<file path="src/verilog/hpp_pkg.sv">
package hpp_pkg;
  localparam int unsigned DATA_W = 32;
  localparam int unsigned WORD_W = 16;
  localparam int unsigned ADDR_W = 2;
  localparam int unsigned NUM_LOC = 4;
  // Dword address codes for the four direct locations (byte 0x00, 0x04, 0x08, 0x0C).
  localparam logic [1:0] ADR_DIRECT0 = 2'h0;
  localparam logic [1:0] ADR_INDIRECT_ADDR = 2'h1;
  localparam logic [1:0] ADR_INDIRECT_DATA = 2'h2;
  localparam logic [1:0] ADR_FIFO = 2'h3;
  localparam logic [7:0] LOC_BYTE_STEP = 8'h04;
  localparam logic [31:0] LOC_RESET = 32'h0000_0000;
  localparam logic [15:0] WORD_RESET = 16'h0000;
  localparam int unsigned IND_PTR_W = 8;
  localparam logic [7:0] IND_PTR_RESET = 8'h00;
  localparam logic [7:0] IND_PTR_STEP = 8'h01;
  localparam int unsigned FIFO_PTR_W = 9;
  localparam logic [8:0] FIFO_PTR_RESET = 9'h000;
  localparam logic [8:0] FIFO_PTR_STEP = 9'h001;
  typedef enum logic [1:0] {HPP_IDLE, HPP_WAIT, HPP_ACK} hpp_state_t;
endpackage

</file>
<file path="src/verilog/hpp_host_port.sv">
`timescale 1ns/1ps
module hpp_host_port
(
  input  wire logic        ref_clk_in,
  input  wire logic        sys_rst_in,
  input  wire logic [1:0]  host_adr_in,
  input  wire logic [31:0] host_data_in,
  output logic      [31:0] host_data_out,
  output logic      [31:0] host_data_oe_out,
  input  wire logic        host_cs_n_in,
  input  wire logic        host_wr_n_in,
  input  wire logic        host_rd_n_in,
  input  wire logic        low_word_enable_n_in,
  input  wire logic        high_word_enable_n_in,
  output logic             host_ack_n_out,
  input  wire logic        fifo_full_in,
  input  wire logic        fifo_empty_in,
  input  wire logic        encode_mode_in,
  input  wire logic [31:0] fifo_rd_data_in,
  output logic             fifo_push_out,
  output logic             fifo_pop_out,
  output logic [31:0]      fifo_wr_data_out,
  output logic [8:0]       fifo_ptr_out,
  output logic [7:0]       ind_ptr_out
);
  // Two-flop synchronisers for every asynchronous host pin.
  logic [38:0] sync1_q;
  logic [38:0] sync2_q;
  logic [31:0] data_s;
  logic [1:0]  adr_s;
  logic        cs_n_s;
  logic        wr_n_s;
  logic        rd_n_s;
  logic        lwe_n_s;
  logic        hwe_n_s;
  always_ff @(posedge ref_clk_in)
  begin
    sync1_q <= {host_data_in, host_adr_in, host_cs_n_in, host_wr_n_in, host_rd_n_in,
                low_word_enable_n_in, high_word_enable_n_in};
    sync2_q <= sync1_q;
  end
  assign {data_s, adr_s, cs_n_s, wr_n_s, rd_n_s, lwe_n_s, hwe_n_s} = sync2_q;

  // Write data as last seen while the strobe was still low. The host may change
  // the data together with the strobe release, so the word beside the edge is stale.
  logic [31:0] data_q;
  always_ff @(posedge ref_clk_in)
  begin
    data_q <= data_s;
  end

  logic sel;
  logic wr_act;
  logic rd_act;
  logic lo_act;
  logic hi_act;
  assign sel = !cs_n_s;
  assign wr_act = sel && !wr_n_s;
  assign rd_act = sel && !rd_n_s;
  assign lo_act = sel && !lwe_n_s;
  assign hi_act = sel && !hwe_n_s;

  logic wr_act_q;
  logic lo_act_q;
  logic hi_act_q;
  logic [1:0] adr_q;
  always_ff @(posedge ref_clk_in)
  begin
    if (sys_rst_in)
    begin
      wr_act_q <= 1'b0;
      lo_act_q <= 1'b0;
      hi_act_q <= 1'b0;
      adr_q    <= hpp_pkg::ADR_DIRECT0;
    end
    else
    begin
      wr_act_q <= wr_act;
      lo_act_q <= lo_act;
      hi_act_q <= hi_act;
      if (sel)
        adr_q <= adr_s;
    end
  end
  logic wr_rise;
  logic lo_rel;
  logic hi_rel;
  logic fifo_blocked;
  assign wr_rise = wr_act_q && !wr_act;
  assign lo_rel = lo_act_q && !lo_act;
  assign hi_rel = hi_act_q && !hi_act;
  assign fifo_blocked = (adr_s == hpp_pkg::ADR_FIFO) &&
                        (encode_mode_in ? fifo_empty_in : fifo_full_in);

  // Direct locations; the FIFO location only stages its write word here.
  logic [31:0] loc_q [hpp_pkg::NUM_LOC];
  genvar gi;
  generate
    for (gi = 0; gi < hpp_pkg::NUM_LOC; gi++)
    begin : g_loc
      always_ff @(posedge ref_clk_in)
      begin
        if (sys_rst_in)
          loc_q[gi] <= hpp_pkg::LOC_RESET;
        else if (wr_rise && adr_q == 2'(gi))
        begin
          if (lo_act_q)
            loc_q[gi][15:0] <= data_q[15:0];
          if (hi_act_q)
            loc_q[gi][31:16] <= data_q[31:16];
        end
      end
    end
  endgenerate

  logic [8:0] fifo_ptr_q;
  logic [7:0] ind_ptr_q;
  logic fifo_step;
  logic ind_step;
  assign fifo_step = hi_rel && adr_q == hpp_pkg::ADR_FIFO;
  assign ind_step = lo_rel && adr_q == hpp_pkg::ADR_INDIRECT_DATA;
  always_ff @(posedge ref_clk_in)
  begin
    if (sys_rst_in)
      fifo_ptr_q <= hpp_pkg::FIFO_PTR_RESET;
    else if (fifo_step)
      fifo_ptr_q <= fifo_ptr_q + hpp_pkg::FIFO_PTR_STEP;
  end
  always_ff @(posedge ref_clk_in)
  begin
    if (sys_rst_in)
      ind_ptr_q <= hpp_pkg::IND_PTR_RESET;
    else if (adr_q == hpp_pkg::ADR_INDIRECT_ADDR && wr_rise && lo_act_q)
      ind_ptr_q <= data_q[7:0];
    else if (ind_step)
      ind_ptr_q <= ind_ptr_q + hpp_pkg::IND_PTR_STEP;
  end
  assign fifo_ptr_out = fifo_ptr_q;
  assign ind_ptr_out = ind_ptr_q;

  logic fifo_push_q;
  logic fifo_pop_q;
  logic [31:0] fifo_wr_data_q;
  always_ff @(posedge ref_clk_in)
  begin
    if (sys_rst_in)
    begin
      fifo_push_q    <= 1'b0;
      fifo_pop_q     <= 1'b0;
      fifo_wr_data_q <= hpp_pkg::LOC_RESET;
    end
    else
    begin
      fifo_push_q    <= fifo_step && !encode_mode_in;
      fifo_pop_q     <= fifo_step && encode_mode_in;
      fifo_wr_data_q <= loc_q[hpp_pkg::ADR_FIFO];
    end
  end
  assign fifo_push_out = fifo_push_q;
  assign fifo_pop_out = fifo_pop_q;
  assign fifo_wr_data_out = fifo_wr_data_q;

  // Read data and bus drive come from flops; drive stops as soon as select drops.
  logic [31:0] rd_data_q;
  logic [31:0] oe_q;
  always_ff @(posedge ref_clk_in)
  begin
    if (sys_rst_in)
    begin
      rd_data_q <= hpp_pkg::LOC_RESET;
      oe_q      <= hpp_pkg::LOC_RESET;
    end
    else
    begin
      rd_data_q <= (adr_s == hpp_pkg::ADR_FIFO) ? fifo_rd_data_in : loc_q[adr_s];
      oe_q      <= {{16{rd_act && hi_act}}, {16{rd_act && lo_act}}};
    end
  end
  assign host_data_out = rd_data_q;
  assign host_data_oe_out = sel ? oe_q : hpp_pkg::LOC_RESET;

  // The acknowledge takes one wait cycle, which covers read data settling on the bus.
  hpp_pkg::hpp_state_t state_q;
  always_ff @(posedge ref_clk_in)
  begin
    if (sys_rst_in)
      state_q <= hpp_pkg::HPP_IDLE;
    else
    begin
      case (state_q)
        hpp_pkg::HPP_IDLE:
          if ((wr_act || rd_act) && !fifo_blocked)
            state_q <= hpp_pkg::HPP_WAIT;
        hpp_pkg::HPP_WAIT:
          state_q <= hpp_pkg::HPP_ACK;
        hpp_pkg::HPP_ACK:
          if (!wr_act && !rd_act)
            state_q <= hpp_pkg::HPP_IDLE;
        default:
          state_q <= hpp_pkg::HPP_IDLE;
      endcase
    end
  end
  assign host_ack_n_out = !(state_q == hpp_pkg::HPP_ACK);

  a_tristate_cs: assert property (@(posedge ref_clk_in) disable iff (sys_rst_in)
    cs_n_s |-> host_data_oe_out == 32'h0000_0000)
    else $error("data driven while deselected");
  a_fifo_adv: assert property (@(posedge ref_clk_in) disable iff (sys_rst_in)
    (fifo_ptr_q != $past(fifo_ptr_q)) |-> $past(hi_rel && adr_q == hpp_pkg::ADR_FIFO))
    else $error("fifo pointer moved without upper word release");
  a_ind_adv: assert property (@(posedge ref_clk_in) disable iff (sys_rst_in)
    ind_step |=> ind_ptr_q == $past(ind_ptr_q) + 8'h01)
    else $error("indirect pointer did not step");
  a_ack_block: assert property (@(posedge ref_clk_in) disable iff (sys_rst_in)
    (state_q == hpp_pkg::HPP_IDLE && fifo_blocked) |=> state_q == hpp_pkg::HPP_IDLE)
    else $error("access taken while fifo blocked");
  a_ack_timing: assert property (@(posedge ref_clk_in) disable iff (sys_rst_in)
    (state_q == hpp_pkg::HPP_IDLE && (wr_act || rd_act) && !fifo_blocked)
      |=> ##1 !host_ack_n_out)
    else $error("ack not two cycles after access");
  a_ignore_cs: assert property (@(posedge ref_clk_in) disable iff (sys_rst_in)
    (cs_n_s && state_q == hpp_pkg::HPP_IDLE) |=> state_q == hpp_pkg::HPP_IDLE)
    else $error("access taken without select");
  a_write_lo: assert property (@(posedge ref_clk_in) disable iff (sys_rst_in)
    (wr_rise && lo_act_q && adr_q == hpp_pkg::ADR_DIRECT0)
      |=> loc_q[0][15:0] == $past(data_q[15:0]))
    else $error("low word not written");
  a_read_drive: assert property (@(posedge ref_clk_in) disable iff (sys_rst_in)
    (rd_act && lo_act) [*2] |-> host_data_oe_out[15:0] == 16'hFFFF)
    else $error("read data not driven");
  c_fifo_step: cover property (@(posedge ref_clk_in) fifo_step);
  c_ind_step: cover property (@(posedge ref_clk_in) ind_step);
  c_ack: cover property (@(posedge ref_clk_in) !host_ack_n_out);
endmodule

</file>
<file path="config.mk">
export PLATFORM = sky130hd
export DESIGN_NAME = hpp_host_port
export DESIGN_NICKNAME = d
export VERILOG_FILES = /design/src/verilog/hpp_pkg.sv /design/src/verilog/hpp_host_port.sv
export SDC_FILE = /design/constraint.sdc
export NUM_CORES = 1
export LEC_CHECK = 0
export ABC_AREA = 1
export BUFFER_PORTS_ARGS = -buffer_cell sky130_fd_sc_hd__buf_2
export CAP_MARGIN = 20
export CELL_PAD_IN_SITES_DETAIL_PLACEMENT = 0
export CELL_PAD_IN_SITES_GLOBAL_PLACEMENT = 1
export CORE_MARGIN = 4
export CORE_UTILIZATION = 39
export DETAILED_ROUTE_END_ITERATION = 10
export HOLD_SLACK_MARGIN = 0.1
export PLACE_DENSITY = 0.73
export REMOVE_ABC_BUFFERS = 1
export SKIP_LAST_GASP = 1
export SLEW_MARGIN = 20
export SYNTH_ARGS = -nofsm -noshare
export SYNTH_HDL_FRONTEND = slang
export SYNTH_SLANG_ARGS = --single-unit
</file>
<file path="constraint.sdc">
create_clock -name ref_clk_in -period 2.5 [get_ports ref_clk_in]
set_input_delay 0.25 -clock ref_clk_in [delete_from_list [all_inputs] [get_ports ref_clk_in]]
set_output_delay 0.25 -clock ref_clk_in [all_outputs]
set_load 0.01 [all_outputs]
</file>
# == Word-level counts from Yosys, hierarchy flattened ==
# Memories as Yosys holds them, arrays and structs flattened. A register that Yosys moved wholly into a read port is not among the register bits.
# Index checks and enable logic that the tools add are counted.
# word_totals
regBits,185
ramBits,128
input_bits,76
out_inout_bits,116
mem_count,1
# mem_list
name,depth,width,rd,rd_ports_with_merged_regs,write_ports,line_no,text
loc_q,4,32,2,2,4,hpp_host_port.sv:96,logic [31:0] loc_q [hpp_pkg::NUM_LOC];
# classes
n_addsub,2
eq_ne,8
mux,44
bitwise,8
n_reduce_logical,38
# op_table
cell,count
$mux 16,8
$mux 32,2
$mux 1,29
$logic_and 1x1->1,21
$mux 8,2
$logic_not 1->1,12
$add 9x1->9 const B,1
$add 8x1->8 const B,1
$eq 2x2->1 const B,4
$or 1x1->1,8
$pmux 2 s3,1
$eq 2x1->1 const B,2
$logic_not 2->1,2
$mux 2,2
$ne 2x2->1 const B,2
$reduce_and 2->1,1
$reduce_bool 2->1,1
$logic_or 1x1->1,1

# == Depth between registers and ports, before layout ==
# Gate-level depths: netlist of run 1.
# depth
word_depth,9
ltp_mapped,9
ltp_nobuf,8

# == Least setup slack after synthesis of run 1 ==
# OpenSTA, ideal clock, no wires.
# synth_path
path_type,reg-to-reg
from,register sync2_q[3]
to,"memory loc_q[2][16], enable pin"
setup_time_ps,414
t_arrival_ps,1921
slack_ps,165
path_stages_with_launch,5
path_buffers,0
cell_sequence,dfxtp_1 -> nor2_1 -> nor2_4 -> inv_1 -> o31ai_1
# synth_lines
element,line_no,text
from (decl),hpp_host_port.sv:28,logic [38:0] sync2_q;
from (signal assigned),hpp_host_port.sv:40,sync2_q <= sync1_q;
to (decl),hpp_host_port.sv:96,

# == Worst setup path in the final report of run 1 ==
# layout_path
from,register sync2_q[5]
to,register state_q[0]
# layout_between
elab_chain_len,6
# layout_lines
element,line_no,text
$eq 2x2->1,hpp_host_port.sv:92,assign fifo_blocked = (adr_s == hpp_pkg::ADR_FIFO) &&
$logic_and 1x1->1,hpp_host_port.sv:92,
$logic_not 1->1,hpp_host_port.sv:192,if ((wr_act || rd_act) && !fifo_blocked)
$logic_and 1x1->1,hpp_host_port.sv:192,
$ne 2x2->1 (no source line),--,
$reduce_and 2->1 (no source line),--,
to (signal assigned),hpp_host_port.sv:193,state_q <= hpp_pkg::HPP_WAIT;
to (signal assigned),hpp_host_port.sv:195,state_q <= hpp_pkg::HPP_ACK;
to (signal assigned),hpp_host_port.sv:198,state_q <= hpp_pkg::HPP_IDLE;
to (decl),hpp_host_port.sv:183,hpp_pkg::hpp_state_t state_q;
# No other way between the ends.
# A chain may end at the register's enable or synchronous reset.

==> results of run 1 <==
## sequential cells by signal, summed over array words and instances (netlist names)
register	cells
adr_q	2
data_q	32
fifo_pop_out	1
fifo_ptr_out	9
fifo_push_out	1
fifo_wr_data_out	32
hi_act_q	1
host_data_out	32
ind_ptr_out	8
lo_act_q	1
loc_q	128
oe_q	2
state_q	2
sync1_q	39
sync2_q	39
wr_act_q	1
## power groups by stage
| stage | clock network [mW] | logic, mW | registers [mW] |
|---|---|---|---|
| global route | 5.34 | 0.697 | 5.91 |
| CTS | 5.12 | 0.634 | 5.89 |
| global placement | 0 | 0.545 | 6.00 |
| floorplan | 0 | 0.221 | 6.03 |
| finish | 5.00 | 0.625 | 5.89 |
| detailed placement | 0 | 0.546 | 6.01 |
## synth_stat cells
master and number:
a21oi_1 13, a31oi_1 32, and3_1 1, buf_1 5
buf_2 4, buf_4 30, clkbuf_1 38, dfxtp_1 202
edfxtp_1 128, ha_1 2, inv_1 103, inv_2 1
nand2_1 103, nand3_1 23, nand3_2 1, nand3b_1 2
nand4_1 9, nand4_2 3, nor2_1 241, nor2_2 1
nor2_4 3, nor3_1 6, o211ai_1 32, o21ai_0 73
o21bai_1 1, o31ai_1 1, xor2_1 2
## area by class of cell
class	count	share of cell area [%]
Sequential cell	330	55.2
Multi-Input combinational cell	549	17.9
Timing Repair Buffer	282	12.9
Clock buffer	52	7.22
Tap cell	378	3.31
Inverter	104	2.73
Clock inverter	12	0.727
## tightest hold or removal path: cells and delay by family
family / cells / cell delay, ns
AO/OA/AOI/OAI: 2 / 0.24
buffers and inverters: 1 / 0.08
## repair_timing
action	in CTS	in global routing
buffers inserted	0	0
hold buffers	71	0
endpoints found under the setup margin	0	0
resized for setup	0	0
endpoints found under the hold margin	71	0
## stage by stage
step | std cells | worst slack [ns]
final | 1707 | 0.401
after detailed placement | 1572 | 0.446
after CTS | 1707 | 0.397
after global placement | 1572 | 0.562
after floorplan | 983 | -1.11
after global routing | 1707 | 0.178
## final timing paths
check,from,endpoint,slack [ns],cells after the start
max,sync2_q[5],state_q[0],0.40,6
min reg2reg,sync2_q[11],data_q[4],0.32,0
min,fifo_rd_data_in[5],host_data_out[5],0.11,3
max reg2reg,sync2_q[5],state_q[0],0.40,6
## cell families (layout without fill, tap and decap cells)
| group | count (synthesis) | after routing | share of synthesized area (%) |
|---|---|---|---|
| simple gates | 393 | 393 | 14.3 |
| fa+ha+maj | 2 | 2 | 0.223 |
| buf+inv | 181 | 450 | 7.11 |
| xor+xnor | 2 | 2 | 0.156 |
| flops | 330 | 330 | 70.3 |
| compound gates | 152 | 152 | 7.90 |
## routing by layer
metal,GRT usage (%),vias to the layer above,part of all wire [%]
li1,-,3934,-
met3,3.03,43,6.8
met4,5.06,0,2.2
met2,27.2,264,47
met5,0,-,0
met1,22.1,3693,44
==> metrics.md, run 1 <==
| Metric | Value |
|---|---|
| Final ANT Viol Nets | `0` |
| Worst vdd ir | `0.000469 V` |
| Antenna cells | `0` |
| Synth Instances | `1060` |
| Crit-path max cell delay | `0.56 ns` |
| YS warnings | `0` |
| IO Pins | `192` |
| Initial antenna violation count | `0` |
| DP Area | `12400 um2` |
| Sw Share | `21.4%` |
| WP buf/inv | `3` |
| Register Area | `7890 um2` |
| Least-Margin Pin Slew | `0.736 ns` |
| Cell family with most CP delay | `buffers and inverters` |
| Setup TNS | `0 ns` |
| Via count | `7934` |
| Post-synthesis sequential area ratio | `70.3%` |
| Total CTS buffers | `35` |
| Sequential share of power | `51.2%` |
| Num rows | `61` |
| Startpoint types | `flop` |
| Top cells by area, synth | `dfxtp_1, edfxtp_1, nor2_1` |
| Rel. slew slack | `50.8%` |
| Most frequent cells in the layout | `nor2_1, dfxtp_1, buf_2` |
| Die height | `178 um` |
| Crit path DAT | `2.49 ns` |
| GPL Wtd Cong | `0.788` |
| Largest net degree at the start of global routing | `52` |
| Hold Crit Class | `input pin to flop` |
| Total gr overflow | `0` |
| Clock Skew | `0.0189 ns` |
| Drt pass-1 iters | `5` |
| Via density | `4.65` |
| Crit share post-route | `84.0%` |
| Worst-Skew Late Latency | `0.51 ns` |
| Clock Path Buffers | `3` |
| Worst Setup Path Type | `flop to flop` |
| Final hold slack | `0.109 ns` |
| Area taken by multi-input logic gates | `2560 um2` |
| CTS tree | `built` |
| CP cell instances | `buf_4 -> nand2_2 -> buf_4 -> a21oi_1 -> dlygate4sd3_1 -> nor2_1` |
| Initial core utilization | `39.9%` |
| Drt total wl | `26200 um` |
| Cell leakage power | `6.35 nW` |
| Peak fanout along the critical path | `35` |
| Core area | `28100 um2` |
| Final Critical Period | `2.10 ns` |
| Most common cell on crit path | `buf_4` |
| Nets | `1380` |
| Util after Layout | `50.9%` |
| Status | `finished, final reports clean` |
| Share of the synthesized area in the top cell type | `36.1%` |
| FMAX | `476 MHz` |
| Slew Limit Fails | `0` |
| # clock sinks | `330` |
| First-pass GRT wire length | `41000 um` |
| Slowest CP cell | `dlygate4sd3_1` |
| Die Footprint | `31500 um2` |
| Int Pwr | `9.05 mW` |
| RSZ-0062 raised after global routing | `false` |
| H-tree levels | `2` |
| Clock Power Share | `43.4%` |
| Post-Syn Area | `11200 um2` |
| Final number of setup-violating endpoints | `0` |
| CTS Root Cell | `clkbuf_16` |
| Tot Pwr | `11.5 mW` |
| Seq cells post-synth | `330` |
| Layout cells sized above 1 | `21.0%` |
| Worst-path clk slew | `0.06 ns` |
| Routed WL per cell | `15.4 um` |
| Placed wire-length estimate | `16600 um` |
| Die width | `178 um` |
| Endpoint type of the worst setup path | `flop` |
| Number of port buffers | `191` |
| Iteration-0 DRC Markers | `449` |
| DRC | `0` |
| Fillers | `2588` |
| Post-route cell area | `14300 um2` |
| CP Data Required Time | `2.89 ns` |
| Gate power share | `5.4%` |
| Final Hold Fails | `0` |
| P&R area growth vs syn | `27.4%` |
| Commonest non-fill, non-tap cell in the layout | `nor2_1` |
| Tot GR Track Use | `16.5%` |
| Syn_area_per_cell | `10.6 um2` |
| Vias in the first global route | `7802` |
| Synth cell types | `27` |
| PwrDens | `806 nW/um2` |
| Max Cap Viol | `0` |
| P_sw | `2.47 mW` |
| Post-synth top area cell | `dfxtp_1` |
Note: power is estimated with default switching activity, not from simulation.
==> run 2: changes to the inputs <==
clock period = 1.75 ns   (was 2.5 ns; I/O delays follow)
==> metrics.md, run 2 (synthesis results as in run 1) <==
| Metric | Value |
|---|---|
| CP cell instances | `nor2_1 -> nor2_4 -> inv_1 -> nor2_4 -> nand3_1 -> nand2_1 -> buf_4 (was buf_4 -> nand2_2 -> buf_4 -> a21oi_1 -> dlygate4sd3_1 -> nor2_1)` |
| Drt pass-1 iters | `5 (unchanged)` |
| Slew Limit Fails | `0 (unchanged)` |
| Post-route cell area | `14600 um2 (was 14300 um2)` |
| Crit path DAT | `1.81 ns (was 2.49 ns)` |
| Fillers | `2573 (was 2588)` |
| Worst r2r src | `sync2_q[3] (was sync2_q[5])` |
| DRC | `0 (unchanged)` |
| Initial core utilization | `39.9% (unchanged)` |
| Layout cells sized above 1 | `22.7% (was 21.0%)` |
| Startpoint types | `flop (unchanged)` |
| Final number of setup-violating endpoints | `0 (unchanged)` |
| Least-Margin Pin Slew | `0.449 ns (was 0.736 ns)` |
| Slowest CP cell | `dfxtp_1 (was dlygate4sd3_1)` |
| Clock Skew | `0.0197 ns (was 0.0189 ns)` |
| Nets | `1400 (was 1380)` |
| Reg-to-reg slack, setup | `0.14 ns (was 0.40 ns)` |
| Pre-CTS setup slack | `0.00219 ns (was 0.446 ns)` |
| Antenna cells | `0 (unchanged)` |
| Max FFs per register | `128 (unchanged)` |
| Number of port buffers | `191 (unchanged)` |
| CTS tree | `built (unchanged)` |
| Worst vdd ir | `0.000730 V (was 0.000469 V)` |
| Fin cells | `1725 (was 1707)` |
| Most common cell on crit path | `nor2_4 (was buf_4)` |
| Largest net degree at the start of global routing | `50 (was 52)` |
| Routed WL per cell | `15.5 um (was 15.4 um)` |
| Tot GR Track Use | `17.0% (was 16.5%)` |
| Most frequent cells in the layout | `nor2_1, dfxtp_1, buf_2 (unchanged)` |
| Top flop regs | `loc_q x128, sync1_q x39, sync2_q x39 (unchanged)` |
| Endpoint type of the worst setup path | `flop (unchanged)` |
| Min-Delay Endpoint | `fifo_wr_data_out[14] (was host_data_out[5])` |
| Total gr overflow | `0 (unchanged)` |
| Clock Path Buffers | `3 (unchanged)` |
| Biggest register | `loc_q (unchanged)` |
| FMAX | `620 MHz (was 476 MHz)` |
| Worst-Skew Late Latency | `0.51 ns (about the same)` |
| Tot Pwr | `16.6 mW (was 11.5 mW)` |
| Rel. slew slack | `70.1% (was 50.8%)` |
| Util after Layout | `51.9% (was 50.9%)` |
| Cell leakage power | `6.50 nW (was 6.35 nW)` |
| Placed cells | `1590 (was 1572)` |
| P&R area growth vs syn | `29.9% (was 27.4%)` |
| Worst R2R End | `loc_q[0][1] (was state_q[0])` |
| First-pass GRT wire length | `42300 um (was 41000 um)` |
| Core area | `28100 um2 (unchanged)` |
| Via density | `4.62 (was 4.65)` |
| PwrDens | `1140 nW/um2 (was 806 nW/um2)` |
| RSZ-0062 raised after global routing | `true (was false)` |
| Setup WS post-layout | `0.136 ns (was 0.401 ns)` |
| Final Critical Period | `1.61 ns (was 2.10 ns)` |
| DP Area | `12700 um2 (was 12400 um2)` |
| CTS Root Cell | `clkbuf_16 (unchanged)` |
| Final ANT Viol Nets | `0 (unchanged)` |
| Setup TNS | `0 ns (unchanged)` |
| IO Pins | `192 (unchanged)` |
| H-tree levels | `2 (unchanged)` |
| Worst-path clk slew | `0.07 ns (was 0.06 ns)` |
| Hold Crit Class | `input pin to flop (unchanged)` |
| Hold path depth | `3 (unchanged)` |
| Status | `finished, final reports clean (unchanged)` |
| Die height | `178 um (unchanged)` |
| Peak fanout along the critical path | `7 (was 35)` |
| Placed wire-length estimate | `17300 um (was 16600 um)` |
| Total CTS buffers | `35 (unchanged)` |
| Final hold slack | `0.181 ns (was 0.109 ns)` |
| Num rows | `61 (unchanged)` |
| Drt total wl | `26700 um (was 26200 um)` |
| Via count | `7972 (was 7934)` |
| Commonest non-fill, non-tap cell in the layout | `nor2_1 (unchanged)` |
| Vias in the first global route | `7932 (was 7802)` |
| Crit-path max cell delay | `0.36 ns (was 0.56 ns)` |
| R2R cell count | `7 (was 6)` |
| CP Data Required Time | `1.95 ns (was 2.89 ns)` |
| # clock sinks | `330 (unchanged)` |
| Initial antenna violation count | `0 (unchanged)` |
| Die Footprint | `31500 um2 (unchanged)` |
| Max Cap Viol | `0 (unchanged)` |
| Final Hold Fails | `0 (unchanged)` |
| Hold Crit Start | `sys_rst_in (was fifo_rd_data_in[5])` |
| Iteration-0 DRC Markers | `596 (was 449)` |
| Crit share post-route | `92.2% (was 84.0%)` |
| GPL Wtd Cong | `0.838 (was 0.788)` |
| Worst Setup Path Type | `flop to flop (unchanged)` |
| Die width | `178 um (unchanged)` |
[run 2: per-layer routing]
metal  global-route usage, %  vias to the layer above  share of wire (%)
met5                       0                        -                  0
met4                    4.48                        0                1.8
met3                    3.00                       43                6.0
li1                        -                     3981                  -
met1                    22.8                     3719                 45
met2                    28.5                      229                 47
[run 2: worst max path at each step]
stage	startpoint	to	slack, ns	cells after the start
3_3_place_gp	sync2_q[3]	loc_q[2][29]	0.1	6
4_1_cts	sync2_q[3]	loc_q[0][2]	-0.0009	6
5_1_grt	sync2_q[3]	loc_q[2][27]	-0.0008	6
6_report	sync2_q[3]	loc_q[0][1]	0.14	7
2_1_floorplan	sync2_q[5]	host_data_out[0]	-1.86	3
3_5_place_dp	sync2_q[3]	loc_q[2][31]	0.002	6
[run 2: repair_timing]
action / 4_1_cts / 5_1_grt
buffers inserted: 0 / 0
gates resized for setup: 1 / 3
hold endpoints to repair: 73 / 0
endpoints found under the setup margin: 2 / 35
hold buffers: 73 / 0
[run 2: area by class of cell]
| class | instances | area [um2] | area share (%) |
|---|---|---|---|
| well taps | 378 | 473 | 3.25 |
| inverters | 104 | 390 | 2.68 |
| clock buffers | 46 | 1050 | 7.23 |
| repair buffers | 302 | 2070 | 14.2 |
| clock inverters | 16 | 97.6 | 0.670 |
| flip-flops and latches | 330 | 7890 | 54.2 |
| multi-input cells | 549 | 2590 | 17.8 |
[run 2: report_power, final]
part	leakage, nW	switching, mW	internal, mW
clock network	0.582	2.97	4.27
logic	2.90	0.565	0.412
registers	3.02	0.0970	8.29
[run 2: critical path, delay by kind of cell, from the launching register on]
family	cells	cell delay [ns]
flip-flops	1	0.36
AND/OR/NAND/NOR	5	0.64
buffers and inverters	2	0.32
==> run 3: changes to the inputs <==
REMOVE_ABC_BUFFERS = unset   (was 1)
==> metrics.md, run 3 (synthesis results as in run 1) <==
| Metric | Value |
|---|---|
| Drt pass-1 iters | `4 (was 5)` |
| Placed cells | `1593 (was 1590)` |
| Slowest CP cell | `dfxtp_2 (was dfxtp_1)` |
| Total CTS buffers | `35 (unchanged)` |
| Cell leakage power | `6.54 nW (was 6.50 nW)` |
| First-pass GRT wire length | `42400 um (was 42300 um)` |
| DP Area | `12700 um2 (about the same)` |
| Crit path DAT | `1.92 ns (was 1.81 ns)` |
| Hold path depth | `3 (unchanged)` |
| Via count | `7987 (was 7972)` |
| PwrDens | `1120 nW/um2 (was 1140 nW/um2)` |
| Least-Margin Pin Slew | `0.481 ns (was 0.449 ns)` |
| CTS tree | `built (unchanged)` |
| Setup WS post-layout | `0.0514 ns (was 0.136 ns)` |
| Worst r2r src | `sync2_q[3] (unchanged)` |
| P&R area growth vs syn | `30.7% (was 29.9%)` |
| Initial core utilization | `39.9% (unchanged)` |
| Crit share post-route | `97.1% (was 92.2%)` |
| Final number of setup-violating endpoints | `0 (unchanged)` |
| H-tree levels | `2 (unchanged)` |
| Util after Layout | `52.2% (was 51.9%)` |
| Syn_nets | `1138` |
| Max FFs per register | `128 (unchanged)` |
| # clock sinks | `330 (unchanged)` |
| CTS Root Cell | `clkbuf_16 (unchanged)` |
| Die height | `178 um (unchanged)` |
| Tot GR Track Use | `17.0% (about the same)` |
| Endpoint type of the worst setup path | `flop (unchanged)` |
| R2R cell count | `8 (was 7)` |
| Largest net degree at the start of global routing | `54 (was 50)` |
| GPL Wtd Cong | `0.789 (was 0.838)` |
| Commonest non-fill, non-tap cell in the layout | `nor2_1 (unchanged)` |
| Final ANT Viol Nets | `0 (unchanged)` |
| CP cell instances | `nor2_1 -> nor2_4 -> clkinvlp_4 -> nor2_4 -> buf_12 -> nand3_1 -> nand2_1 -> buf_12 (was nor2_1 -> nor2_4 -> inv_1 -> nor2_4 -> nand3_1 -> nand2_1 -> buf_4)` |
| IO Pins | `192 (unchanged)` |
| Tot Pwr | `16.5 mW (was 16.6 mW)` |
| Nets | `1411 (was 1400)` |
| Setup TNS | `0 ns (unchanged)` |
| Worst-Skew Late Latency | `0.51 ns (about the same)` |
| FMAX | `589 MHz (was 620 MHz)` |
| CP Launch Point | `sync2_q[3] (unchanged)` |
| Routed WL per cell | `15.4 um (was 15.5 um)` |
| Clock Skew | `0.0120 ns (was 0.0197 ns)` |
| Die width | `178 um (unchanged)` |
| Startpoint types | `flop (unchanged)` |
| Iteration-0 DRC Markers | `515 (was 596)` |
| Die Footprint | `31500 um2 (unchanged)` |
| Fin cells | `1738 (was 1725)` |
| Pre-CTS setup slack | `-0.0850 ns (was 0.00219 ns)` |
| Post-route cell area | `14700 um2 (was 14600 um2)` |
| Slew Limit Fails | `0 (unchanged)` |
| Min-Delay Endpoint | `host_data_out[0] (was fifo_wr_data_out[14])` |
| Worst Setup Path Type | `flop to flop (unchanged)` |
| RSZ-0062 raised after global routing | `true (unchanged)` |
| Worst vdd ir | `0.000778 V (was 0.000730 V)` |
| Reg-to-reg slack, setup | `0.05 ns (was 0.14 ns)` |
| DRC | `0 (unchanged)` |
| Peak fanout along the critical path | `16 (was 7)` |
| Core area | `28100 um2 (unchanged)` |
| Initial antenna violation count | `0 (unchanged)` |
| Worst-path clk slew | `0.06 ns (was 0.07 ns)` |
| Final Critical Period | `1.70 ns (was 1.61 ns)` |
| Via density | `4.60 (was 4.62)` |
| Layout cells sized above 1 | `23.2% (was 22.7%)` |
| Status | `finished, final reports clean (unchanged)` |
| Crit-path max cell delay | `0.34 ns (was 0.36 ns)` |
| Most frequent cells in the layout | `nor2_1, dfxtp_1, buf_2 (unchanged)` |
| Rel. slew slack | `67.9% (was 70.1%)` |
| Max Cap Viol | `0 (unchanged)` |
| Hold Crit Start | `fifo_rd_data_in[0] (was sys_rst_in)` |
| Antenna cells | `0 (unchanged)` |
| Drt total wl | `26800 um (was 26700 um)` |
| Final Hold Fails | `0 (unchanged)` |
| Clock Path Buffers | `3 (unchanged)` |
| Final hold slack | `0.152 ns (was 0.181 ns)` |
| Worst R2R End | `loc_q[0][28] (was loc_q[0][1])` |
| Hold Crit Class | `input pin to flop (unchanged)` |
| CP Data Required Time | `1.97 ns (was 1.95 ns)` |
| Placed wire-length estimate | `17500 um (was 17300 um)` |
| Top flop regs | `loc_q x128, sync1_q x39, sync2_q x39 (unchanged)` |
| Number of port buffers | `191 (unchanged)` |
| Total gr overflow | `0 (unchanged)` |
| Vias in the first global route | `8046 (was 7932)` |
| Biggest register | `loc_q (unchanged)` |
| Num rows | `61 (unchanged)` |
[run 3: what timing repair did]
action	CTS	global route
gates resized for setup	0	5
buffers inserted	0	7
setup endpoints to repair	36	53
hold buffers	73	0
pin swaps	0	2
gates cloned	0	1
endpoints found under the hold margin	75	0
[run 3: critical path, delay by kind of cell (launching register included)]
kind,cells,cell delay (ns)
AND/OR/NAND/NOR,5,0.58
flip-flops,1,0.34
buffers and inverters,3,0.48
[run 3: worst max path at each step]
stage | to | cells past startpoint | slack, ns
floorplan | loc_q[3][16] | 2 | -0.1
global placement | loc_q[2][29] | 6 | 0.07
detailed placement | loc_q[2][19] | 6 | -0.08
CTS | loc_q[2][28] | 6 | -0.07
global route | loc_q[0][27] | 8 | -0.03
finish | loc_q[0][28] | 8 | 0.05
[run 3: power breakdown]
group | total (mW) | internal, mW | switching, mW | leakage [nW]
sequential | 8.39 | 8.29 | 0.0984 | 3.02
combinational | 0.992 | 0.424 | 0.568 | 2.96
clock | 7.09 | 4.15 | 2.94 | 0.558
total | 16.5 | 12.9 | 3.61 | 6.54
[run 3: routing by layer]
metal	track usage, %	up-vias	wire length (um)	part of all wire, %
met5	0	-	0	0
met2	28.0	235	12500	47
met4	3.93	0	393	1.5
met1	23.3	3709	12200	45
li1	-	4006	-	-
met3	3.22	37	1750	6.5
[run 3: layout make-up]
type	count	area, um2
fillers	2545	13400
flip-flops and latches	330	7890
repair buffers	313	2200
well taps	378	473
inverters	104	394
clock inverters	11	77.6
clock buffers	53	1040
multi-input cells	549	2580
